<file path="config.mk">
export PLATFORM = sky130hd
export DESIGN_NAME = async_event_counter_16bit
export DESIGN_NICKNAME = d
export VERILOG_FILES = /design/src/inc/event_counter_pkg.sv /design/src/rtl/async_event_counter_16bit.sv /design/src/rtl/event_prescaler.sv
export VERILOG_INCLUDE_DIRS = /design/src /design/src/inc
export SDC_FILE = /design/constraint.sdc
export NUM_CORES = 1
export LEC_CHECK = 0
export ABC_AREA = 1
export BUFFER_PORTS_ARGS = -buffer_cell sky130_fd_sc_hd__buf_2
export CAP_MARGIN = 20
export CORE_ASPECT_RATIO = 0.75
export CORE_MARGIN = 5
export CORE_UTILIZATION = 30
export CTS_CLUSTER_DIAMETER = 200
export CTS_CLUSTER_SIZE = 30
export DETAILED_ROUTE_END_ITERATION = 10
export PLACE_DENSITY = 0.49
export SYNTH_ARGS = -nofsm -noshare
export SYNTH_HDL_FRONTEND = slang
export SYNTH_SLANG_ARGS = --single-unit
</file>
<file path="constraint.sdc">
create_clock -name mclk_i -period 2.45 [get_ports mclk_i]
set_clock_uncertainty 0.15 [all_clocks]
set_input_delay 0.3675 -clock mclk_i [delete_from_list [all_inputs] [get_ports mclk_i]]
set_output_delay 0.3675 -clock mclk_i [all_outputs]
set_load 0.03 [all_outputs]
</file>
<file path="src/inc/event_counter_defs.svh">
`ifndef EVENT_COUNTER_DEFS_SVH
`define EVENT_COUNTER_DEFS_SVH

// Register bus widths
`define EC_ADDR_W 16
`define EC_DATA_W 8

// Register offsets
`define OFS_EDGE_SELECT 16'hff90
`define OFS_CLOCK_CONTROL 16'hff91
`define OFS_CONTROL_STATUS 16'hff95
`define OFS_UPPER_COUNT 16'hff96
`define OFS_LOWER_COUNT 16'hff97
`define OFS_IRQ_ENABLE 16'hfff4
`define OFS_IRQ_FLAG 16'hfff7

// Field positions
`define CLKCTL_SEL_HI 5
`define CLKCTL_SEL_LO 4
`define EDGE_PWM_BIT 1
`define IRQ_BIT 0

// Lower clock select encodings
`define SEL_PHI4 2'h0
`define SEL_PHI2 2'h1
`define SEL_PHI8 2'h2
`define SEL_PIN 2'h3

// Reset values
`define CS_RESET 8'h00
`define CLKCTL_RESET 8'h00
`define EDGE_RESET 8'h00
`define COUNT_RESET 8'h00
`define RD_ZERO 8'h00

// Timing at the nominal 10 MHz system clock
`define PRESCALER_W 13
`define PHI4_TICK_NS 400
`define OVF_PERIOD_NS 26214400
`define TOTAL_SPAN (`OVF_PERIOD_NS / `PHI4_TICK_NS)

`endif

</file>
<file path="src/inc/event_counter_pkg.sv">
package event_counter_pkg;
   `include "event_counter_defs.svh"

   localparam int TOTAL_W = $clog2(`TOTAL_SPAN);
   localparam int HALF_W = TOTAL_W / 2;

   typedef logic [HALF_W-1:0] half_t;

   typedef struct packed {
      logic phi2;
      logic phi4;
      logic phi8;
   } tick_s;

   typedef struct packed {
      logic ovf;
      logic [1:0] rsvd;
      logic pairing;
      logic upper_en;
      logic lower_en;
      logic upper_run;
      logic lower_run;
   } ctrl_status_s;

   typedef struct packed {
      logic wr;
      logic rd;
      logic [`EC_ADDR_W-1:0] addr;
      logic [`EC_DATA_W-1:0] data;
   } bus_req_s;
endpackage : event_counter_pkg

</file>
<file path="src/rtl/async_event_counter_16bit.sv">
// Our own choice: the strobed register port.
`include "event_counter_defs.svh"

module async_event_counter_16bit
   import event_counter_pkg::*;
#(
   parameter int PRESCALER_W = `PRESCALER_W
) (
   input wire logic mclk_i,
   input wire logic rst_n_i,
   input wire logic [`EC_ADDR_W-1:0] addr_i,
   input wire logic [`EC_DATA_W-1:0] wr_data_i,
   input wire logic wr_i,
   input wire logic rd_i,
   output logic [`EC_DATA_W-1:0] rd_data_o,
   input wire logic event_gate_pin_i,
   input wire logic lower_event_pin_i,
   output logic irq_o
);

   ////////////////////////////////////////////////////////////////////////////
   // Declarations
   bus_req_s req;
   tick_s tick;

   ctrl_status_s ctrl_status_reg;
   ctrl_status_s ctrl_status_next;
   logic [`EC_DATA_W-1:0] clock_control_reg;
   logic [`EC_DATA_W-1:0] edge_select_reg;
   logic counter_irq_enable_reg;
   logic counter_irq_flag_reg;
   logic counter_irq_flag_next;
   logic upper_overflow_flag_next;
   logic ovf_armed_reg;
   logic ovf_armed_next;
   logic lower_pin_reg;
   half_t upper_event_count_reg;
   half_t upper_event_count_next;
   half_t lower_event_count_reg;
   half_t lower_event_count_next;
   logic [`EC_DATA_W-1:0] rd_data_reg;
   logic [`EC_DATA_W-1:0] rd_data_next;
   logic irq_reg;

   logic sel_edge;
   logic sel_clkctl;
   logic sel_cs;
   logic sel_upper;
   logic sel_lower;
   logic sel_ien;
   logic sel_iflag;
   logic wr_edge;
   logic wr_clkctl;
   logic wr_cs;
   logic wr_ien;
   logic wr_iflag;
   logic rd_cs;

   logic [1:0] lower_clock_select;
   logic lower_clock_select_hi;
   logic lower_clock_select_lo;
   logic counter_pwm_enable;
   logic channel_pairing_select;
   logic upper_count_enable;
   logic lower_count_enable;
   logic upper_reset_release;
   logic lower_reset_release;
   logic upper_overflow_flag;

   logic pin_rise;
   logic lower_src_tick;
   logic event_gate;
   logic lower_advance;
   logic lower_wrap;
   logic upper_src_tick;
   logic upper_advance;
   logic upper_wrap;
   logic ovf_clear_req;
   logic iflag_clear_req;
   ctrl_status_s cs_wr_view;
   ctrl_status_s cs_rd_view;

   ////////////////////////////////////////////////////////////////////////////
   // Bus request bundle
   assign req.wr = wr_i;
   assign req.rd = rd_i;
   assign req.addr = addr_i;
   assign req.data = wr_data_i;

   ////////////////////////////////////////////////////////////////////////////
   // Address decode
   assign sel_edge = (req.addr == `OFS_EDGE_SELECT);
   assign sel_clkctl = (req.addr == `OFS_CLOCK_CONTROL);
   assign sel_cs = (req.addr == `OFS_CONTROL_STATUS);
   assign sel_upper = (req.addr == `OFS_UPPER_COUNT);
   assign sel_lower = (req.addr == `OFS_LOWER_COUNT);
   assign sel_ien = (req.addr == `OFS_IRQ_ENABLE);
   assign sel_iflag = (req.addr == `OFS_IRQ_FLAG);

   assign wr_edge = req.wr & sel_edge;
   assign wr_clkctl = req.wr & sel_clkctl;
   assign wr_cs = req.wr & sel_cs;
   assign wr_ien = req.wr & sel_ien;
   assign wr_iflag = req.wr & sel_iflag;
   assign rd_cs = req.rd & sel_cs;

   assign cs_wr_view = ctrl_status_s'(req.data);

   ////////////////////////////////////////////////////////////////////////////
   // Control fields
   assign lower_clock_select_hi = clock_control_reg[`CLKCTL_SEL_HI];
   assign lower_clock_select_lo = clock_control_reg[`CLKCTL_SEL_LO];
   assign lower_clock_select = {lower_clock_select_hi, lower_clock_select_lo};
   assign counter_pwm_enable = edge_select_reg[`EDGE_PWM_BIT];
   assign channel_pairing_select = ctrl_status_reg.pairing;
   assign upper_count_enable = ctrl_status_reg.upper_en;
   assign lower_count_enable = ctrl_status_reg.lower_en;
   assign upper_reset_release = ctrl_status_reg.upper_run;
   assign lower_reset_release = ctrl_status_reg.lower_run;
   assign upper_overflow_flag = ctrl_status_reg.ovf;

   ////////////////////////////////////////////////////////////////////////////
   // Prescaler
   event_prescaler #(
      .WIDTH(PRESCALER_W)
   ) u_prescaler (
      .mclk_i(mclk_i),
      .rst_n_i(rst_n_i),
      .tick_o(tick)
   );

   ////////////////////////////////////////////////////////////////////////////
   // Lower clock source
   assign pin_rise = lower_event_pin_i & ~lower_pin_reg;

   assign lower_src_tick = (lower_clock_select == `SEL_PHI4) ? tick.phi4 :
                           (lower_clock_select == `SEL_PHI2) ? tick.phi2 :
                           (lower_clock_select == `SEL_PHI8) ? tick.phi8 :
                           pin_rise;

   ////////////////////////////////////////////////////////////////////////////
   // Event gate
   assign event_gate = counter_pwm_enable ? 1'b1 : event_gate_pin_i;

   ////////////////////////////////////////////////////////////////////////////
   // Lower counter
   assign lower_advance = lower_reset_release & lower_count_enable
                          & event_gate & lower_src_tick;
   assign lower_wrap = lower_advance & (&lower_event_count_reg);

   assign lower_event_count_next = !lower_reset_release ? half_t'(`COUNT_RESET) :
                                   lower_advance ? lower_event_count_reg + half_t'(1) :
                                   lower_event_count_reg;

   ////////////////////////////////////////////////////////////////////////////
   // Upper counter
   assign upper_src_tick = ~channel_pairing_select & lower_wrap;
   assign upper_advance = upper_reset_release & upper_count_enable
                          & event_gate & upper_src_tick;
   assign upper_wrap = upper_advance & (&upper_event_count_reg);

   assign upper_event_count_next = !upper_reset_release ? half_t'(`COUNT_RESET) :
                                   upper_advance ? upper_event_count_reg + half_t'(1) :
                                   upper_event_count_reg;

   ////////////////////////////////////////////////////////////////////////////
   // Overflow flag, armed by reading it as one
   assign ovf_armed_next = rd_cs ? upper_overflow_flag :
                           wr_cs ? 1'b0 :
                           ovf_armed_reg;
   assign ovf_clear_req = wr_cs & ~cs_wr_view.ovf & ovf_armed_reg;
   assign upper_overflow_flag_next = upper_wrap ? 1'b1 :
                                     ovf_clear_req ? 1'b0 :
                                     upper_overflow_flag;

   always_comb begin
      ctrl_status_next = ctrl_status_reg;
      if (wr_cs) begin
         ctrl_status_next = cs_wr_view;
      end
      ctrl_status_next.rsvd = 2'h0;
      ctrl_status_next.ovf = upper_overflow_flag_next;
   end

   ////////////////////////////////////////////////////////////////////////////
   // Interrupt request flag
   assign iflag_clear_req = wr_iflag & ~req.data[`IRQ_BIT];
   assign counter_irq_flag_next = upper_wrap ? 1'b1 :
                                  iflag_clear_req ? 1'b0 :
                                  counter_irq_flag_reg;

   ////////////////////////////////////////////////////////////////////////////
   // Read data
   assign cs_rd_view = ctrl_status_reg;

   assign rd_data_next = !req.rd ? `RD_ZERO :
                         sel_edge ? edge_select_reg :
                         sel_clkctl ? clock_control_reg :
                         sel_cs ? cs_rd_view :
                         sel_upper ? upper_event_count_reg :
                         sel_lower ? lower_event_count_reg :
                         sel_ien ? (`RD_ZERO | counter_irq_enable_reg) :
                         sel_iflag ? (`RD_ZERO | counter_irq_flag_reg) :
                         `RD_ZERO;

   ////////////////////////////////////////////////////////////////////////////
   // Configuration registers
   always_ff @(posedge mclk_i or negedge rst_n_i) begin
      if (!rst_n_i) begin
         edge_select_reg <= `EDGE_RESET;
         clock_control_reg <= `CLKCTL_RESET;
         counter_irq_enable_reg <= 1'b0;
      end else begin
         if (wr_edge) begin
            edge_select_reg <= req.data;
         end
         if (wr_clkctl) begin
            clock_control_reg <= req.data;
         end
         if (wr_ien) begin
            counter_irq_enable_reg <= req.data[`IRQ_BIT];
         end
      end
   end

   ////////////////////////////////////////////////////////////////////////////
   // Status and flags
   always_ff @(posedge mclk_i or negedge rst_n_i) begin
      if (!rst_n_i) begin
         ctrl_status_reg <= ctrl_status_s'(`CS_RESET);
         ovf_armed_reg <= 1'b0;
         counter_irq_flag_reg <= 1'b0;
      end else begin
         ctrl_status_reg <= ctrl_status_next;
         ovf_armed_reg <= ovf_armed_next;
         counter_irq_flag_reg <= counter_irq_flag_next;
      end
   end

   ////////////////////////////////////////////////////////////////////////////
   // Counters
   always_ff @(posedge mclk_i or negedge rst_n_i) begin
      if (!rst_n_i) begin
         lower_event_count_reg <= half_t'(`COUNT_RESET);
         upper_event_count_reg <= half_t'(`COUNT_RESET);
         lower_pin_reg <= 1'b0;
      end else begin
         lower_event_count_reg <= lower_event_count_next;
         upper_event_count_reg <= upper_event_count_next;
         lower_pin_reg <= lower_event_pin_i;
      end
   end

   ////////////////////////////////////////////////////////////////////////////
   // Outputs
   always_ff @(posedge mclk_i or negedge rst_n_i) begin
      if (!rst_n_i) begin
         rd_data_reg <= `RD_ZERO;
         irq_reg <= 1'b0;
      end else begin
         rd_data_reg <= rd_data_next;
         irq_reg <= counter_irq_flag_reg & counter_irq_enable_reg;
      end
   end

   assign rd_data_o = rd_data_reg;
   assign irq_o = irq_reg;

endmodule : async_event_counter_16bit

</file>
<file path="src/rtl/event_prescaler.sv">
`include "event_counter_defs.svh"

module event_prescaler
   import event_counter_pkg::*;
#(
   parameter int WIDTH = `PRESCALER_W
) (
   input wire logic mclk_i,
   input wire logic rst_n_i,
   output tick_s tick_o
);

   logic [WIDTH-1:0] count_reg;
   logic [WIDTH-1:0] count_next;

   ////////////////////////////////////////////////////////////////////////////
   // Free running prescaler
   assign count_next = count_reg + {{(WIDTH-1){1'b0}}, 1'b1};

   always_ff @(posedge mclk_i or negedge rst_n_i) begin
      if (!rst_n_i) begin
         count_reg <= '0;
      end else begin
         count_reg <= count_next;
      end
   end

   ////////////////////////////////////////////////////////////////////////////
   // Divided clock ticks, one cycle wide
   assign tick_o.phi2 = &count_reg[0:0];
   assign tick_o.phi4 = &count_reg[1:0];
   assign tick_o.phi8 = &count_reg[2:0];

endmodule : event_prescaler
</file>
==> flow_summary.toml <==
[global_route]
overflow = 0
antenna_found_initial = 0
grt_max_degree = 33
grt_pass1_wl_mm = 13.0
grt_pass1_vias = 2592
track_usage_pct = 13.2

[die]
core-area_um2 = 9740
die_area_um2 = 12200
chipHeight_um = 96.8
die_width_um = 126
ios = 39
start_util_pct = 30.9
num_rows = 31

[cells_and_area]
stdcell_area_um2 = 3520
area_delta_synth_final_pct = 17.0
diodes = 0
register_area_um2 = 1350
fill_cells = 1027
multi_input_area_um2 = 1420
nNetsFinal = 455
drive_gt1_share_pct = 19.2

[routing]
wl_mm = 7.70
ant_nets = 0
first_pass_iters = 5
vias = 2604
drcViolationCount = 0
viasPerCell = 4.71
wl_per_cell_um = 13.9
drtIter0Drc = 213

[min_path]
hold_path_class = "in -> reg"

[timing]
tightest_slew_ns = 0.624
period_needed_ns = 2.03
final-setup-viol-count = 0
fin_crit_sh_pct = 82.9
worst_slack_ns = 0.420
rsz0062_at_grt = "no"
timing.setup.tns_ns = 0
fmax_mhz = 493
final-max-slew-violation-count = 0
slew_headroom_pct = 58.4
final_hold_viol_count = 0

[synth]
ys_warn_count = 0
synth_xor_area_share_pct = 2.04
syn_avg_cell_area_um2 = 7.90
synth_mux_area_share_pct = 0
synth_fa_ha_area_share_pct = 1.66
syn_nets = 415
synth-seq-cells = 54
synth_compound_area_share_pct = 12.1
synth_simple_gate_area_share_pct = 31.4
synth_edf_count = 0
synth_top_family_by_area = "simple AND/OR/NAND/NOR gates"
synth_flop_cell = "dfrtp_1"
synth_top_area_share_pct = 44.9
yosysTopAreaCell = "dfrtp_1"
synthArstFlopShare_pct = 100
synthCells = 381
synth_area_leaders = "dfrtp_1 45%, nand2_1 11%, nand3_1 6.8%, inv_1 5.5%, o21ai_0 4.8%"
netlist_area_um2 = 3010
yosysUniqueCellTypes = 36
yosysSeqAreaShare_pct = 44.9

[clock_network]
h-tree-depth = 2
cts_buffers = 5
clkSinkCount = 54
post_cts_buffers = 0
clk_pin_slew_ns = 0.07
cts-root-buf = "clkbuf_16"
clkLatencyLatePin_ns = 0.30
clk_path_buf_depth = 2
cts_tree = "yes"
cts_repair_resize_count = 0
hold_buffers = 1

[critical_path]
crit_type = "reg -> reg"
required_ns = 2.48
max_stage_delay_ns = 0.38
cp.arrival_ns = 2.06
cpMaxStageDelayCell = "dfrtp_1"
worstSetupEndpointType = "register"
critPathLaunchType = "register"
crit_fanout = 5
path_cells = "ha_1 > ha_1 > nor2_1 > nor2_1 > nand2_1 > nand2_1 > nand3_1 > nor2_1 > nand2_2 > clkinv_1 > buf_4 > nand3b_1 > nand2_1"

[placement]
place_area_um2 = 3350
portBuffers = 38
pre_cts_slack_ns = 0.201
place.gp.congestion = 0.788
hpwl_mm = 5.81

[pwr]
vdd_drop_max_mv = 0.224
leakage_nw = 1.77
p_per_area_nw_per_um2 = 507

[run_status]
status = "finished clean"

[flow_run]
cap_violations = 0
## layer usage
| layer | track usage [%] | vias to the layer above | wire (µm) |
|---|---|---|---|
| met5 | 0 | - | 0 |
| met4 | 3.33 | 0 | 90 |
| met3 | 3.14 | 9 | 385 |
| met2 | 18.9 | 51 | 3210 |
| met1 | 19.8 | 1225 | 4010 |
| li1 | - | 1319 | - |
## cell usage after synthesis, types with 2 or more instances
master,n
o211ai_1,3
nand2_2,3
nand2_4,3
ha_1,4
buf_2,2
xor2_1,5
nor3_1,7
o21ai_0,29
nor2_2,2
nand3_1,41
nand4_1,5
nor2_1,38
o21ai_2,14
nor2_4,2
nand2_1,86
a21oi_1,10
dfrtp_1,54
clkbuf_1,4
inv_1,44
nand3b_1,5
xnor2_1,2
buf_4,4
## cells by family after synthesis
group | after synthesis
DFF | 54
AOI/OAI and AO/OA | 59
adders and majority gates | 4
xor gates and xnor gates | 7
and+or+nand+nor | 200
buffers and inverters | 57
## where the power goes
part | internal, mW | leakage (nW) | switching [mW]
clock network | 0.479 | 0.0799 | 0.325
logic | 0.0295 | 0.959 | 0.0632
registers | 0.892 | 0.733 | 0.000291
## final cells by class
| cell class | instances | share of cell area [%] |
|---|---|---|
| Multi-Input combinational cell | 270 | 40.3 |
| Clock buffer | 5 | 3.55 |
| Sequential cell | 54 | 38.3 |
| Timing Repair Buffer | 44 | 7.10 |
| Inverter | 46 | 4.90 |
| Clock inverter | 2 | 1.10 |
| Tap cell | 132 | 4.69 |
## critical path: cells and delay by family (launching register included)
kind | cells | cell delay [ns]
buf+inv | 2 | 0.33
flops | 1 | 0.38
fa+ha+maj | 2 | 0.39
simple gates | 9 | 0.65
## cells in the final DEF (no fill, tap or decap), types with 2 or more instances in the layout
master	synthesis	layout
nor2_2	2	2
nand2_4	3	3
a21oi_1	10	10
nand3b_1	5	5
dfrtp_1	54	54
nand3_1	41	41
nand4_1	5	5
nor3_1	7	7
buf_4	4	4
inv_1	44	44
o211ai_1	3	3
xor2_1	5	5
nor2_4	2	2
nor2_1	38	38
o21ai_2	14	14
o21ai_0	29	29
buf_2	2	38
ha_1	4	4
nand2_2	3	3
xnor2_1	2	2
clkbuf_16	0	5
nand2_1	86	86
## per-stage QoR
| step | util (%) | power (mW) | hold slack (ns) | std cells |
|---|---|---|---|---|
| 2_1_floorplan | - | 0.943 | -0.0781 | 381 |
| 3_3_place_gp | 34.4 | 1.00 | 0.247 | 545 |
| 3_5_place_dp | 34.4 | 1.00 | 0.236 | 545 |
| 4_1_cts | 36.2 | 1.82 | 0.0291 | 553 |
| 5_1_grt | 36.2 | 1.87 | 0.0318 | 553 |
| 6_report | 36.2 | 1.79 | 0.0374 | 553 |
## worst paths after layout
| path | startpoint | to | slack, ns | depth (start not counted) |
|---|---|---|---|---|
| max reg2reg | u_prescaler.count_reg[0] | upper_event_count_reg[5] | 0.42 | 13 |
| min reg2reg | u_prescaler.count_reg[0] | u_prescaler.count_reg[0] | 0.30 | 1 |
| min | lower_event_pin_i | lower_pin_reg | 0.04 | 1 |
| max in group asynchronous | rst_n_i | lower_reset_release | 1.12 | 3 |
| min in group asynchronous | rst_n_i | lower_event_count_reg[2] | 0.44 | 2 |
| max | u_prescaler.count_reg[0] | upper_event_count_reg[5] | 0.42 | 13 |
No activity file was read; power rests on OpenSTA's default activity.
